`src/shared/asrc_map.svh`:
```
// Register offsets, field positions and reset values of the scan/range control
`ifndef ASRC_MAP_SVH
`define ASRC_MAP_SVH

// Byte offsets on the host I/O port
`define ASRC_OFS_RESULT_LOW 5'h00
`define ASRC_OFS_RESULT_HIGH 5'h01
`define ASRC_OFS_SCAN_LIMITS 5'h02
`define ASRC_OFS_CONV_CTRL 5'h09

// Field positions
`define ASRC_SCAN_STOP_MSB 7
`define ASRC_SCAN_STOP_LSB 4
`define ASRC_SCAN_START_MSB 3
`define ASRC_SCAN_START_LSB 0
`define ASRC_GAIN_MSB 3
`define ASRC_GAIN_LSB 0
`define ASRC_TRIG_SEL_MSB 1
`define ASRC_TRIG_SEL_LSB 0

// Trigger source codes
`define ASRC_TRIG_SOFT0 2'h0
`define ASRC_TRIG_SOFT1 2'h1
`define ASRC_TRIG_EXT 2'h2
`define ASRC_TRIG_PACER 2'h3

// Reset values
`define ASRC_RST_CHAN 4'h0
`define ASRC_RST_GAIN 4'h0
`define ASRC_RST_CTRL 8'h00
`define ASRC_RST_DATA 12'h000
`define ASRC_RST_BYTE 8'h00

// Gain bits kept on the reduced and full variants
`define ASRC_REDUCED_GAIN_MASK 4'h3
`define ASRC_FULL_GAIN_MASK 4'hF

`endif

```
`src/shared/asrc_pkg.sv`:
```
// Types shared by the scan/range control block
package asrc_pkg;

  // Request handed to the analog front end
  typedef struct packed {
    logic [3:0] channel;
    logic [3:0] gain;
  } asrc_conv_req_t;

  // Finished result with its source channel
  typedef struct packed {
    logic [11:0] data;
    logic [3:0] tag;
  } asrc_result_t;

  // Conversion tracking state
  typedef enum logic [1:0] {
    ASRC_IDLE = 2'b01,
    ASRC_BUSY = 2'b10
  } asrc_state_t;

endpackage

```
`src/verilog/asrc_top.sv`:
```
// Scan sequencer, range memory, trigger select and result readout
`timescale 1ns/1ps
`default_nettype none
`include "asrc_map.svh"

module asrc_top #(
  parameter bit REDUCED = 1'b0,
  parameter int CHANNELS = 16
) (
  // Clock, reset, enable
  input wire logic ref_clk,
  input wire logic srst,
  input wire logic ce,
  // Host byte I/O port
  input wire logic [4:0] io_addr,
  input wire logic io_rd,
  input wire logic io_wr,
  input wire logic [7:0] io_wdata,
  output logic [7:0] io_rdata,
  // Trigger sources
  input wire logic pacer_tick,
  input wire logic ext_trig_pin,
  // Analog front end
  output logic conv_start,
  output asrc_pkg::asrc_conv_req_t conv_req,
  output logic conv_busy,
  input wire logic conv_done,
  input wire logic [11:0] conv_data
);
  import asrc_pkg::*;

  // Host write strobes per address
  logic wr_low;
  logic wr_high;
  logic wr_scan;
  logic wr_ctrl;

  // Scan registers
  logic [3:0] start_q;
  logic [3:0] start_d;
  logic [3:0] stop_q;
  logic [3:0] stop_d;
  logic [3:0] cur_q;
  logic [3:0] cur_d;

  // Control register and trigger source
  logic [7:0] ctrl_q;
  logic [7:0] ctrl_d;
  logic [1:0] trig_sel;
  logic trig;

  // External trigger synchroniser and edge detect
  logic ext_s1_q;
  logic ext_s2_q;
  logic ext_s3_q;
  logic ext_rise;

  // Range memory
  logic [3:0] range_q [CHANNELS];
  logic [3:0] range_d [CHANNELS];
  logic [3:0] gain_mask;

  // Conversion tracking
  asrc_state_t state_q;
  asrc_state_t state_d;
  logic [3:0] tag_q;
  logic [3:0] tag_d;
  asrc_result_t res_q;
  asrc_result_t res_d;
  logic start_q_o;
  logic start_d_o;
  asrc_conv_req_t req_q;
  asrc_conv_req_t req_d;

  // Read data
  logic [7:0] rdata_q;
  logic [7:0] rdata_d;

  // Address decode of host writes
  always_comb begin
    wr_low = io_wr && (io_addr == `ASRC_OFS_RESULT_LOW);
    wr_high = io_wr && (io_addr == `ASRC_OFS_RESULT_HIGH);
    wr_scan = io_wr && (io_addr == `ASRC_OFS_SCAN_LIMITS);
    wr_ctrl = io_wr && (io_addr == `ASRC_OFS_CONV_CTRL);
  end

  // Rising edge taken only after the second stage
  assign ext_rise = ext_s2_q && !ext_s3_q;

  // Pin crosses two flops before the edge detector looks at it
  always_ff @(posedge ref_clk) begin
    if (srst) begin
      ext_s1_q <= 1'b0;
      ext_s2_q <= 1'b0;
      ext_s3_q <= 1'b0;
    end else if (ce) begin
      ext_s1_q <= ext_trig_pin;
      ext_s2_q <= ext_s1_q;
      ext_s3_q <= ext_s2_q;
    end
  end

  // Trigger source select
  assign trig_sel = ctrl_q[`ASRC_TRIG_SEL_MSB:`ASRC_TRIG_SEL_LSB];

  // One trigger pulse from whichever source is armed
  always_comb begin
    unique case (trig_sel)
      `ASRC_TRIG_SOFT0,
      `ASRC_TRIG_SOFT1: trig = wr_low;
      `ASRC_TRIG_EXT: trig = ext_rise;
      `ASRC_TRIG_PACER: trig = pacer_tick;
    endcase
  end

  // Control register write
  always_comb begin
    ctrl_d = ctrl_q;
    if (wr_ctrl) begin
      ctrl_d = io_wdata;
    end
  end

  // Scan sequencer; a scan write in the same cycle as a trigger wins,
  // so software always sees its new start channel take effect
  always_comb begin
    start_d = start_q;
    stop_d = stop_q;
    cur_d = cur_q;
    if (wr_scan) begin
      stop_d = io_wdata[`ASRC_SCAN_STOP_MSB:`ASRC_SCAN_STOP_LSB];
      start_d = io_wdata[`ASRC_SCAN_START_MSB:`ASRC_SCAN_START_LSB];
      cur_d = start_d;
    end else if (trig) begin
      if (cur_q == stop_q) begin
        cur_d = start_q;
      end else begin
        cur_d = cur_q + 4'h1;
      end
    end
  end

  // Reduced variant drops the two upper gain bits
  assign gain_mask = REDUCED ? `ASRC_REDUCED_GAIN_MASK
                             : `ASRC_FULL_GAIN_MASK;

  // Range memory update; start channel is the write pointer
  always_comb begin
    for (int i = 0; i < CHANNELS; i++) begin
      range_d[i] = range_q[i];
    end
    if (wr_high) begin
      range_d[start_q] = io_wdata[`ASRC_GAIN_MSB:`ASRC_GAIN_LSB] & gain_mask;
    end
  end

  // Conversion launch and result capture
  always_comb begin
    state_d = state_q;
    tag_d = tag_q;
    res_d = res_q;
    start_d_o = 1'b0;
    req_d = req_q;
    if (trig) begin
      start_d_o = 1'b1;
      req_d.channel = cur_q;
      req_d.gain = range_q[cur_q] & gain_mask;
      tag_d = cur_q;
      state_d = ASRC_BUSY;
    end
    unique case (state_q)
      ASRC_IDLE: begin
      end
      ASRC_BUSY: begin
        // A fresh trigger keeps the block busy on the new conversion
        if (conv_done && !trig) begin
          state_d = ASRC_IDLE;
        end
      end
      default: state_d = ASRC_IDLE;
    endcase
    if (conv_done && (state_q == ASRC_BUSY)) begin
      res_d.data = conv_data;
      res_d.tag = tag_q;
    end
  end

  // Read mux, answered one cycle after the read strobe
  always_comb begin
    rdata_d = rdata_q;
    if (io_rd) begin
      unique case (io_addr)
        `ASRC_OFS_RESULT_LOW: rdata_d = {res_q.data[3:0], res_q.tag};
        `ASRC_OFS_RESULT_HIGH: rdata_d = res_q.data[11:4];
        `ASRC_OFS_SCAN_LIMITS: rdata_d = {4'h0, cur_q};
        `ASRC_OFS_CONV_CTRL: rdata_d = ctrl_q;
        default: rdata_d = `ASRC_RST_BYTE;
      endcase
    end
  end

  // Register stage for scan and control
  always_ff @(posedge ref_clk) begin
    if (srst) begin
      start_q <= `ASRC_RST_CHAN;
      stop_q <= `ASRC_RST_CHAN;
      cur_q <= `ASRC_RST_CHAN;
      ctrl_q <= `ASRC_RST_CTRL;
    end else if (ce) begin
      start_q <= start_d;
      stop_q <= stop_d;
      cur_q <= cur_d;
      ctrl_q <= ctrl_d;
    end
  end

  // Register stage for the range memory, cleared so every channel
  // starts at the widest bipolar code
  always_ff @(posedge ref_clk) begin
    for (int i = 0; i < CHANNELS; i++) begin
      if (srst) begin
        range_q[i] <= `ASRC_RST_GAIN;
      end else if (ce) begin
        range_q[i] <= range_d[i];
      end
    end
  end

  // Register stage for conversion tracking and readout
  always_ff @(posedge ref_clk) begin
    if (srst) begin
      state_q <= ASRC_IDLE;
      tag_q <= `ASRC_RST_CHAN;
      res_q <= {`ASRC_RST_DATA, `ASRC_RST_CHAN};
      start_q_o <= 1'b0;
      req_q <= {`ASRC_RST_CHAN, `ASRC_RST_GAIN};
      rdata_q <= `ASRC_RST_BYTE;
    end else if (ce) begin
      state_q <= state_d;
      tag_q <= tag_d;
      res_q <= res_d;
      start_q_o <= start_d_o;
      req_q <= req_d;
      rdata_q <= rdata_d;
    end
  end

  // Outputs straight from flops
  assign io_rdata = rdata_q;
  assign conv_start = start_q_o;
  assign conv_req = req_q;
  assign conv_busy = state_q[1]; // One-hot busy bit is itself a flop

endmodule
`default_nettype wire

```
`config.mk`:
```
export PLATFORM = sky130hd
export DESIGN_NAME = asrc_top
export DESIGN_NICKNAME = d
export VERILOG_FILES = /design/src/shared/asrc_pkg.sv /design/src/verilog/asrc_top.sv
export VERILOG_INCLUDE_DIRS = /design/src /design/src/shared
export SDC_FILE = /design/constraint.sdc
export NUM_CORES = 1
export LEC_CHECK = 0
export ABC_CLOCK_PERIOD_IN_PS = 8100
export BUFFER_PORTS_ARGS = -buffer_cell sky130_fd_sc_hd__buf_2
export CAP_MARGIN = 20
export CORE_MARGIN = 5
export CORE_UTILIZATION = 55
export CTS_BUF_LIST = sky130_fd_sc_hd__clkbuf_4 sky130_fd_sc_hd__clkbuf_8
export CTS_CLUSTER_SIZE = 20
export DETAILED_ROUTE_END_ITERATION = 7
export HOLD_SLACK_MARGIN = 0.08
export PLACE_DENSITY = 0.74
export SLEW_MARGIN = 10
export SYNTH_ARGS = -nofsm -noshare
export SYNTH_HDL_FRONTEND = slang
export SYNTH_SLANG_ARGS = --single-unit
```
`constraint.sdc`:
```
create_clock -name ref_clk -period 8.1 [get_ports ref_clk]
set_input_delay 1.62 -clock ref_clk [delete_from_list [all_inputs] [get_ports ref_clk]]
set_output_delay 1.62 -clock ref_clk [all_outputs]
set_load 0.01 [all_outputs]
```
; Word-level counts from Yosys, hierarchy flattened
; Memories as Yosys holds them, arrays and structs flattened. A register that Yosys moved wholly into a read port is not among the register bits.
; Cells that the tools add are included.
[op_classes]
addsub = 1
n_mux = 34
eq_ne = 9
bitwise = 17
magnitude_cmp = 2
n_reduce_logical = 20
[op_table]
columns = cell, n
row1 = $mux W4, 20
row2 = $bwmux W64, 1
row3 = $mux W64, 1
row4 = $pmux W8 S4, 1
row5 = $demux W4 S4, 1
row6 = $or A1 B1 Y1, 16
row7 = $reduce_and A2 Y1, 6
row8 = $logic_and A1 B1 Y1, 8
row9 = $eq A2 B2 Y1 const B, 3
row10 = $mux W1, 6
row11 = $eq A5 B1 Y1 const B, 1
row12 = $eq A5 B2 Y1 const B, 1
row13 = $eq A5 B4 Y1 const B, 1
row14 = $ge A5 B5 Y1 const B, 1
row15 = $logic_not A5 Y1, 1
row16 = $lt A5 B1 Y1 const B, 1
row17 = $not A4 Y5, 1
row18 = $add A4 B1 Y4 const B, 1
row19 = $eq A2 B1 Y1 const B, 2
row20 = $eq A4 B4 Y1, 1
row21 = $mux W2, 2
row22 = $pmux W2 S2, 1
row23 = $pmux W1 S3, 1
row24 = $logic_not A1 Y1, 2
row25 = other kinds (3), 3
[totals]
ram_bits = 64
reg_bits = 54
output_inout_bits = 18
mem_count = 1
[mem_list]
columns = memory, words, word_bits, read_ports, rd_ports_with_merged_regs, wr, line
row1 = range_q, 16, 4, 17, 1, 16, asrc_top.sv:59  ; logic [3:0] range_q [CHANNELS];

; Longest topological paths before layout
; Gate-level depths: netlist of run 1.
[depth]
ltp_word = 8
mapped_depth = 7
ltp_nobuf = 6

; Worst setup path after synthesis of run 1
; OpenSTA, ideal clock, no wires.
[synth_timing]
kind = input port to flip-flop
start = input io_addr[1]
end = memory range_q[0][0] (enable)
required_time_ns = 7.676
stages = 6
setup_slack_ns = 3.894
arrival_time_ns = 3.782
setup_time_ns = 0.424
n_path_buf = 1
path_cell_list = buf_2 > nor3_2 > nand2_1 > nor2_2 > nand3_1 > nand2_1
[synth_rtl]
columns = element, line
row1 = start: declaration, asrc_top.sv:15  ; input wire logic [4:0] io_addr,
row2 = end: declaration, asrc_top.sv:59

==> summary.md, run 1 <==
| Metric | Value |
|---|---|
| Status | `finished clean` |
| Yosys cell types | `52` |
| Num CTS Buffers | `17` |
| Worst-Margin Slew | `0.874 ns` |
| IO Port Bufs | `50` |
| Mapped Area | `0.00606 mm²` |
| Final #Nets | `633` |
| CP Launch Type | `primary input` |
| R2R Path End | `conv_req[1]$_SDFFE_PP0P_` |
| Leak | `2.68 nW` |
| Cts hold-fix bufs | `0` |
| Clk root buf | `clkbuf_8` |
| Share of layout cells above drive strength 1 | `20.7%` |
| Die height | `115 µm` |
| Crit path max fanout | `50` |
| Total Routing Usage GR | `20.7%` |
| Reg2Reg Depth | `5` |
| Post-Syn Instances | `565` |
| Antenna violations before repair | `0` |
| Gpl congestion | `0.807` |
| Setup repair bufs after CTS | `0` |
| FF/Latch Area | `0.00308 mm²` |
| Register area share after synthesis | `50.9%` |
| IO Count | `51` |
| Area of the multi-input gates | `0.00279 mm²` |
| DIE AREA | `0.0132 mm²` |
| Fmax | `0.285 GHz` |
| Core area | `0.0108 mm²` |
| CTS tree | `done` |
| Peak supply drop | `155 µV` |
| Hold/Removal Path Class | `reg2reg` |
| Die width | `115 µm` |
| Pre-CTS worst setup slack | `4.17 ns` |
| Pin count of the biggest net entering global routing | `65` |
| Mean post-synth cell area | `10.7 µm²` |
| Fin crit period | `3.51 ns` |
| PwrDens | `189 mW/mm²` |
| HP Start | `res_q[0]$_SDFFE_PP0P_` |
| Critical Path RT | `8.40 ns` |
| WL final | `13.4 mm` |
| Hold Path Depth | `2` |
| Fin crit share | `43.4%` |
| Setup violators final | `0` |
| Max-slew headroom | `41.3%` |
| Total global routing overflow | `0` |
| Clk buf depth | `2` |
| Worst EP arrival | `3.81 ns` |
| Number of hold violations in the final report | `0` |
| Setup WS post-layout | `4.59 ns` |
| Routed via count | `4,353` |
| Setup CP Type | `in2reg` |
| CP Capture Type | `register` |
| # resized after CTS | `0` |
| Number of diodes | `0` |
| # H-tree levels | `4` |
| Vias in the first global route | `4,207` |
| Filler Cell Count | `901` |
| Max incr delay on CP | `0.66 ns` |
| Ys async rst share | `0%` |
| # rows | `38` |
| R2r setup slk | `5.71 ns` |
| CP top delay family | `buffers and inverters` |
| 1st-pass router iterations | `5` |
| Final Max Tran Viols | `0` |
| Initial Utilization | `55.9%` |
| Synthesized flop and latch total | `122` |
| Max capacitance violation total | `0` |
| Worst-path clk slew | `0.06 ns` |
| DP HPWL | `8.90 mm` |
| Total Neg Setup Slack | `0 ns` |
| Buffers & Inverters on Critical Path | `3` |
| Via density | `5.80` |
| DRC | `0` |
| Unrepaired setup endpoints after global routing | `no` |
| Post-synthesis net count | `601` |
| Slowest CP cell | `buf_2` |
| Worst-Skew Late Latency | `0.44 ns` |
| Wirelength per Cell | `17.8 µm` |
| Ys Warns | `0` |
| Reg-to-Reg Start | `cur_q[0]$_SDFFE_PP0P_` |
| Number of flops mapped to enable cells by yosys | `64` |
| Hold path endpoint | `res_q[0]$_SDFFE_PP0P_` |
| Antenna-violating nets left | `0` |
| Ys flop type | `edfxtp_1` |
| CTS sink count | `122` |
| Clock skew | `0.0108 ns` |
| Area grow syn2layout | `11.3%` |
| First-pass GRT wire length | `21.2 mm` |
| Initial DRC count | `283` |
| Worst-path cell chain | `buf_2 > inv_1 > nand2_2 > buf_12 > nor3_1 > o211ai_1 > o21ai_0` |
routing by layer:
metal,GRT usage [%],vias up,wire length [µm]
met5,0,-,0
met4,6.89,0,247
met3,6.16,18,854
met2,34.0,134,6480
met1,26.4,2110,5780
li1,-,2091,-
sequential cells by signal, summed over array words and instances (netlist names), 8 cells and up:
name      flops
range_q      64
res_q        16
ctrl_q        8
io_rdata      8
cell usage after synthesis, types with 4 or more instances:
cell / number / area [µm²]
a21oi_1: 31 / 155
a221oi_1: 4 / 35.0
a222oi_1: 4 / 40.0
a22oi_1: 5 / 37.5
buf_1: 6 / 22.5
buf_2: 10 / 50.1
clkbuf_1: 23 / 86.3
dfxtp_1: 58 / 1160
edfxtp_1: 64 / 1920
inv_1: 5 / 18.8
mux2i_1: 88 / 881
mux4_2: 14 / 315
nand2_1: 57 / 214
nand2b_1: 6 / 37.5
nand3_1: 8 / 40.0
nor2_1: 111 / 417
nor3_2: 5 / 50.1
o21ai_0: 11 / 55.1
or2_2: 5 / 31.3
xnor2_1: 4 / 35.0
cells in the final DEF, fill, tap and decap left out, drive strengths merged, types with 4 or more instances in the layout:
cell type,synthesis,routed
a222oi,4,4
nand2b,6,6
mux4,16,16
nand3,9,9
a31o,5,5
nor2,112,112
a22oi,5,5
clkbuf,23,31
inv,5,5
nor3,8,8
o21ai,13,13
a21oi,31,31
mux2i,88,88
dfxtp,58,58
or2,5,5
edfxtp,64,64
a221oi,4,4
nand2,57,57
buf,18,54
xnor2,5,5
cell type report:
class,count,share of cell area [%]
Sequential cell,122,45.7
Multi-Input combinational cell,397,41.3
Clock buffer,31,5.68
Timing Repair Buffer,54,4.34
Tap cell,140,2.60
Inverter,5,0.278
Clock inverter,1,0.0742
per-stage QoR:
step | util (%) | area [µm²] | instances | hold WS [ns] | total power, mW
after global placement | 58.5 | 6340 | 717 | 0.431 | 0.763
final | 62.2 | 6750 | 750 | 0.455 | 1.27
after floorplan | - | 6060 | 565 | 0.436 | 0.741
after CTS | 62.2 | 6750 | 750 | 0.454 | 1.28
after detailed placement | 58.6 | 6360 | 718 | 0.440 | 0.768
after global routing | 62.2 | 6750 | 750 | 0.478 | 1.32
where the power goes:
group          total [mW]  internal, mW  switching [mW]
sequential          0.680         0.670          0.0102
combinational      0.0746        0.0282          0.0463
clock               0.518         0.293           0.225
total                1.27         0.991           0.281
worst max-delay path by stage:
| stage | slack (ns) | startpoint | endpoint | depth (start not counted) |
|---|---|---|---|---|
| finish | 4.59 | srst | io_rdata[7]$_SDFFE_PP0P_ | 7 |
| global route | 4.32 | srst | io_rdata[7]$_SDFFE_PP0P_ | 7 |
| CTS | 4.62 | srst | io_rdata[7]$_SDFFE_PP0P_ | 7 |
| detailed placement | 4.17 | srst | io_rdata[5]$_SDFFE_PP0P_ | 7 |
| global placement | 3.96 | srst | io_rdata[5]$_SDFFE_PP0P_ | 6 |
| floorplan | 3.89 | io_addr[1] | range_q[0][0]$_SDFFCE_PN0P_ | 6 |
tightest hold or removal path: cells and delay by family, from the launching register on:
family	cells	cell delay, ns
flip-flops	1	0.31
AO/OA/AOI/OAI	1	0.05
AND/OR/NAND/NOR	1	0.05
cells by family (layout without fill, tap and decap cells):
| family | Yosys count | in the layout | synth area share [%] |
|---|---|---|---|
| simple gates | 212 | 212 | 15.8 |
| flops | 122 | 122 | 50.9 |
| fa+ha+maj | 3 | 3 | 0.619 |
| compound gates | 70 | 70 | 7.53 |
| buf+inv | 46 | 91 | 3.24 |
| mux | 106 | 106 | 21.0 |
| xor+xnor | 6 | 6 | 0.991 |
(Power assumes the default switching activity.)
==> run 2, diff against run 1 <==
--- a/config.mk
+++ b/config.mk
@@ -6,7 +6,7 @@
 export SDC_FILE = /design/constraint.sdc
 export NUM_CORES = 1
 export LEC_CHECK = 0
-export ABC_CLOCK_PERIOD_IN_PS = 8100
+export ABC_CLOCK_PERIOD_IN_PS = 3440
 export BUFFER_PORTS_ARGS = -buffer_cell sky130_fd_sc_hd__buf_2
 export CAP_MARGIN = 20
 export CORE_MARGIN = 5
==> constraint.sdc (replaced) <==
create_clock -name ref_clk -period 3.44 [get_ports ref_clk]
set_input_delay 0.688 -clock ref_clk [delete_from_list [all_inputs] [get_ports ref_clk]]
set_output_delay 0.688 -clock ref_clk [all_outputs]
set_load 0.01 [all_outputs]
==> run 2 against run 1 <==
  * Cell count increased by 0.13%
  * Clock-buffer cell count decreased by 13
  * Utilization decreased by 0.27 points
  * Register-to-register slack got worse by 4.5 ns
  * Total power increased by 130%
  * Global-route usage increased by 0.25 points
  * Wire length increased by 1.3%
  * Flip-flop and latch count unchanged
  * Sequential share of layout area increased by 0.20 points
  * Critical endpoint is now conv_req[2]$_SDFFE_PP0P_
==> summary.md, run 2 (synthesized netlist as in run 1, its figures left out) <==
| Metric | Value |
|---|---|
| Status | `finished clean` |
| Number of diodes | `0` |
| Peak supply drop | `391 µV` |
| Antenna-violating nets left | `0` |
| CP Capture Type | `register` |
| Final #Nets | `634` |
| Vias in the first global route | `4,170` |
| Pre-CTS worst setup slack | `0.978 ns` |
| Pint | `2.22 mW` |
| Fin crit share | `65.5%` |
| Core area | `0.0108 mm²` |
| Unrepaired setup endpoints after global routing | `no` |
| First-pass GRT wire length | `21.4 mm` |
| Antenna violations before repair | `0` |
| Overall power | `2.94 mW` |
| Leak | `2.65 nW` |
| Worst-path clk slew | `0.07 ns` |
| Fin cells | `751` |
| DIE AREA | `0.0132 mm²` |
| Total Neg Setup Slack | `0 ns` |
| Wirelength per Cell | `18.0 µm` |
| Share of layout cells above drive strength 1 | `20.6%` |
| Most common cell after layout, fill and taps aside | `nor2_1` |
| DRC | `0` |
| Routed via count | `4,355` |
| R2r setup slk | `1.19 ns` |
| Initial DRC count | `417` |
| PwrDens | `437 mW/mm²` |
| CTS tree | `done` |
| Max capacitance violation total | `0` |
| Clk buf depth | `2` |
| CTS sink count | `122` |
| Initial Utilization | `55.9%` |
| Worst-Margin Slew | `0.808 ns` |
| Cts hold-fix bufs | `0` |
| Sequential power share | `54.6%` |
| CP Launch Type | `register` |
| Fin crit period | `2.25 ns` |
| Number of flip-flops under the largest register name | `64` |
| Final instance area | `0.00672 mm²` |
| Total Routing Usage GR | `21.0%` |
| Slowest CP cell | `dfxtp_1` |
| DP HPWL | `9.03 mm` |
| Reg2Reg Depth | `4` |
| Setup CP Type | `reg2reg` |
| Psw | `0.715 mW` |
| Critical Path RT | `3.75 ns` |
| HP Start | `io_rdata[7]$_SDFFE_PP0P_` |
| Total global routing overflow | `0` |
| Setup violators final | `0` |
| # H-tree levels | `4` |
| WL final | `13.5 mm` |
| Clock skew | `0.00731 ns` |
| Logic pwr share | `6.0%` |
| # resized after CTS | `0` |
| Setup repair bufs after CTS | `0` |
| Largest register by flop count | `range_q` |
| Commonest non-fill, non-tap cells in the layout | `nor2_1, mux2i_1, edfxtp_1, dfxtp_1, nand2_1` |
| Gpl congestion | `0.831` |
| Reg-to-Reg Start | `cur_q[0]$_SDFFE_PP0P_` |
| R2R Path End | `conv_req[2]$_SDFFE_PP0P_` |
| Worst-Skew Late Latency | `0.44 ns` |
| Num CTS Buffers | `17` |
| Clk root buf | `clkbuf_8` |
| Placed cell area | `0.00636 mm²` |
| Via density | `5.80` |
| Fmax | `0.444 GHz` |
| Clock group share of total power | `39.4%` |
| Hold/Removal Path Class | `reg2reg` |
| Hold path endpoint | `io_rdata[7]$_SDFFE_PP0P_` |
| 1st-pass router iterations | `5` |
| Number of hold violations in the final report | `0` |
| Max-slew headroom | `45.7%` |
| Crit path max fanout | `12` |
| Final Max Tran Viols | `0` |
| Top flop regs | `range_q: 64 flops, res_q: 16 flops` |
| Die width | `115 µm` |
| Worst-path cell chain | `mux4_1 > a22oi_1 > a31o_2 > a21oi_1` |
| Die height | `115 µm` |
| IO Port Bufs | `50` |
| Pin count of the biggest net entering global routing | `65` |
| Worst EP arrival | `2.56 ns` |
| Setup WS post-layout | `1.19 ns` |
| # rows | `38` |
| IO Count | `51` |
| Filler Cell Count | `880` |
| Sw Ratio | `24.4%` |
| Hold Path Depth | `2` |
| Max incr delay on CP | `0.85 ns` |
| Area grow syn2layout | `10.8%` |
| Placed Cells incl. Taps | `719` |
[run 2: layer usage]
metal / global-route usage, % / vias up / share of wire, %
met5: 0 / - / 0
met4: 8.14 / 0 / 2.1
met3: 5.11 / 24 / 5.7
met2: 33.7 / 137 / 49
met1: 27.6 / 2107 / 44
li1: - / 2087 / -
[run 2: worst max path at each step]
| stage | start | to | depth (start not counted) | slack, ns |
|---|---|---|---|---|
| after floorplan | io_addr[1] | range_q[0][0]$_SDFFCE_PN0P_ | 6 | 0.17 |
| after global placement | io_addr[1] | range_q[6][2]$_SDFFCE_PN0P_ | 7 | 1.03 |
| after detailed placement | io_addr[1] | range_q[7][2]$_SDFFCE_PN0P_ | 7 | 0.98 |
| after CTS | cur_q[0]$_SDFFE_PP0P_ | conv_req[2]$_SDFFE_PP0P_ | 4 | 1.18 |
| after global routing | cur_q[0]$_SDFFE_PP0P_ | conv_req[0]$_SDFFE_PP0P_ | 5 | 1.06 |
| final | cur_q[0]$_SDFFE_PP0P_ | conv_req[2]$_SDFFE_PP0P_ | 4 | 1.19 |
[run 2: critical path: cells and delay by family (launching register included)]
kind | cells | cell delay [ns]
flops | 1 | 0.85
mux | 1 | 0.68
compound gates | 3 | 0.59
[run 2: stage by stage]
stage,hold slack (ns),utilization (%)
final,0.453,62.0
after global routing,0.463,62.0
after detailed placement,0.442,58.7
after floorplan,0.436,-
after CTS,0.452,62.0
after global placement,0.432,58.7
[run 2: cell type report]
cell class	count	area (µm²)	share of cell area [%]
clock buffers	18	248	3.69
multi-input cells	397	2790	41.5
inverters	5	18.8	0.279
well taps	140	175	2.61
clock inverters	14	104	1.55
flip-flops and latches	122	3080	45.9
repair buffers	55	300	4.47
[run 2: power groups by stage]
stage	combinational [mW]	sequential, mW	clock (mW)
finish	0.176	1.60	1.16
global route	0.191	1.61	1.24
CTS	0.176	1.60	1.18
detailed placement	0.176	1.63	0
global placement	0.170	1.63	0
floorplan	0.120	1.62	0
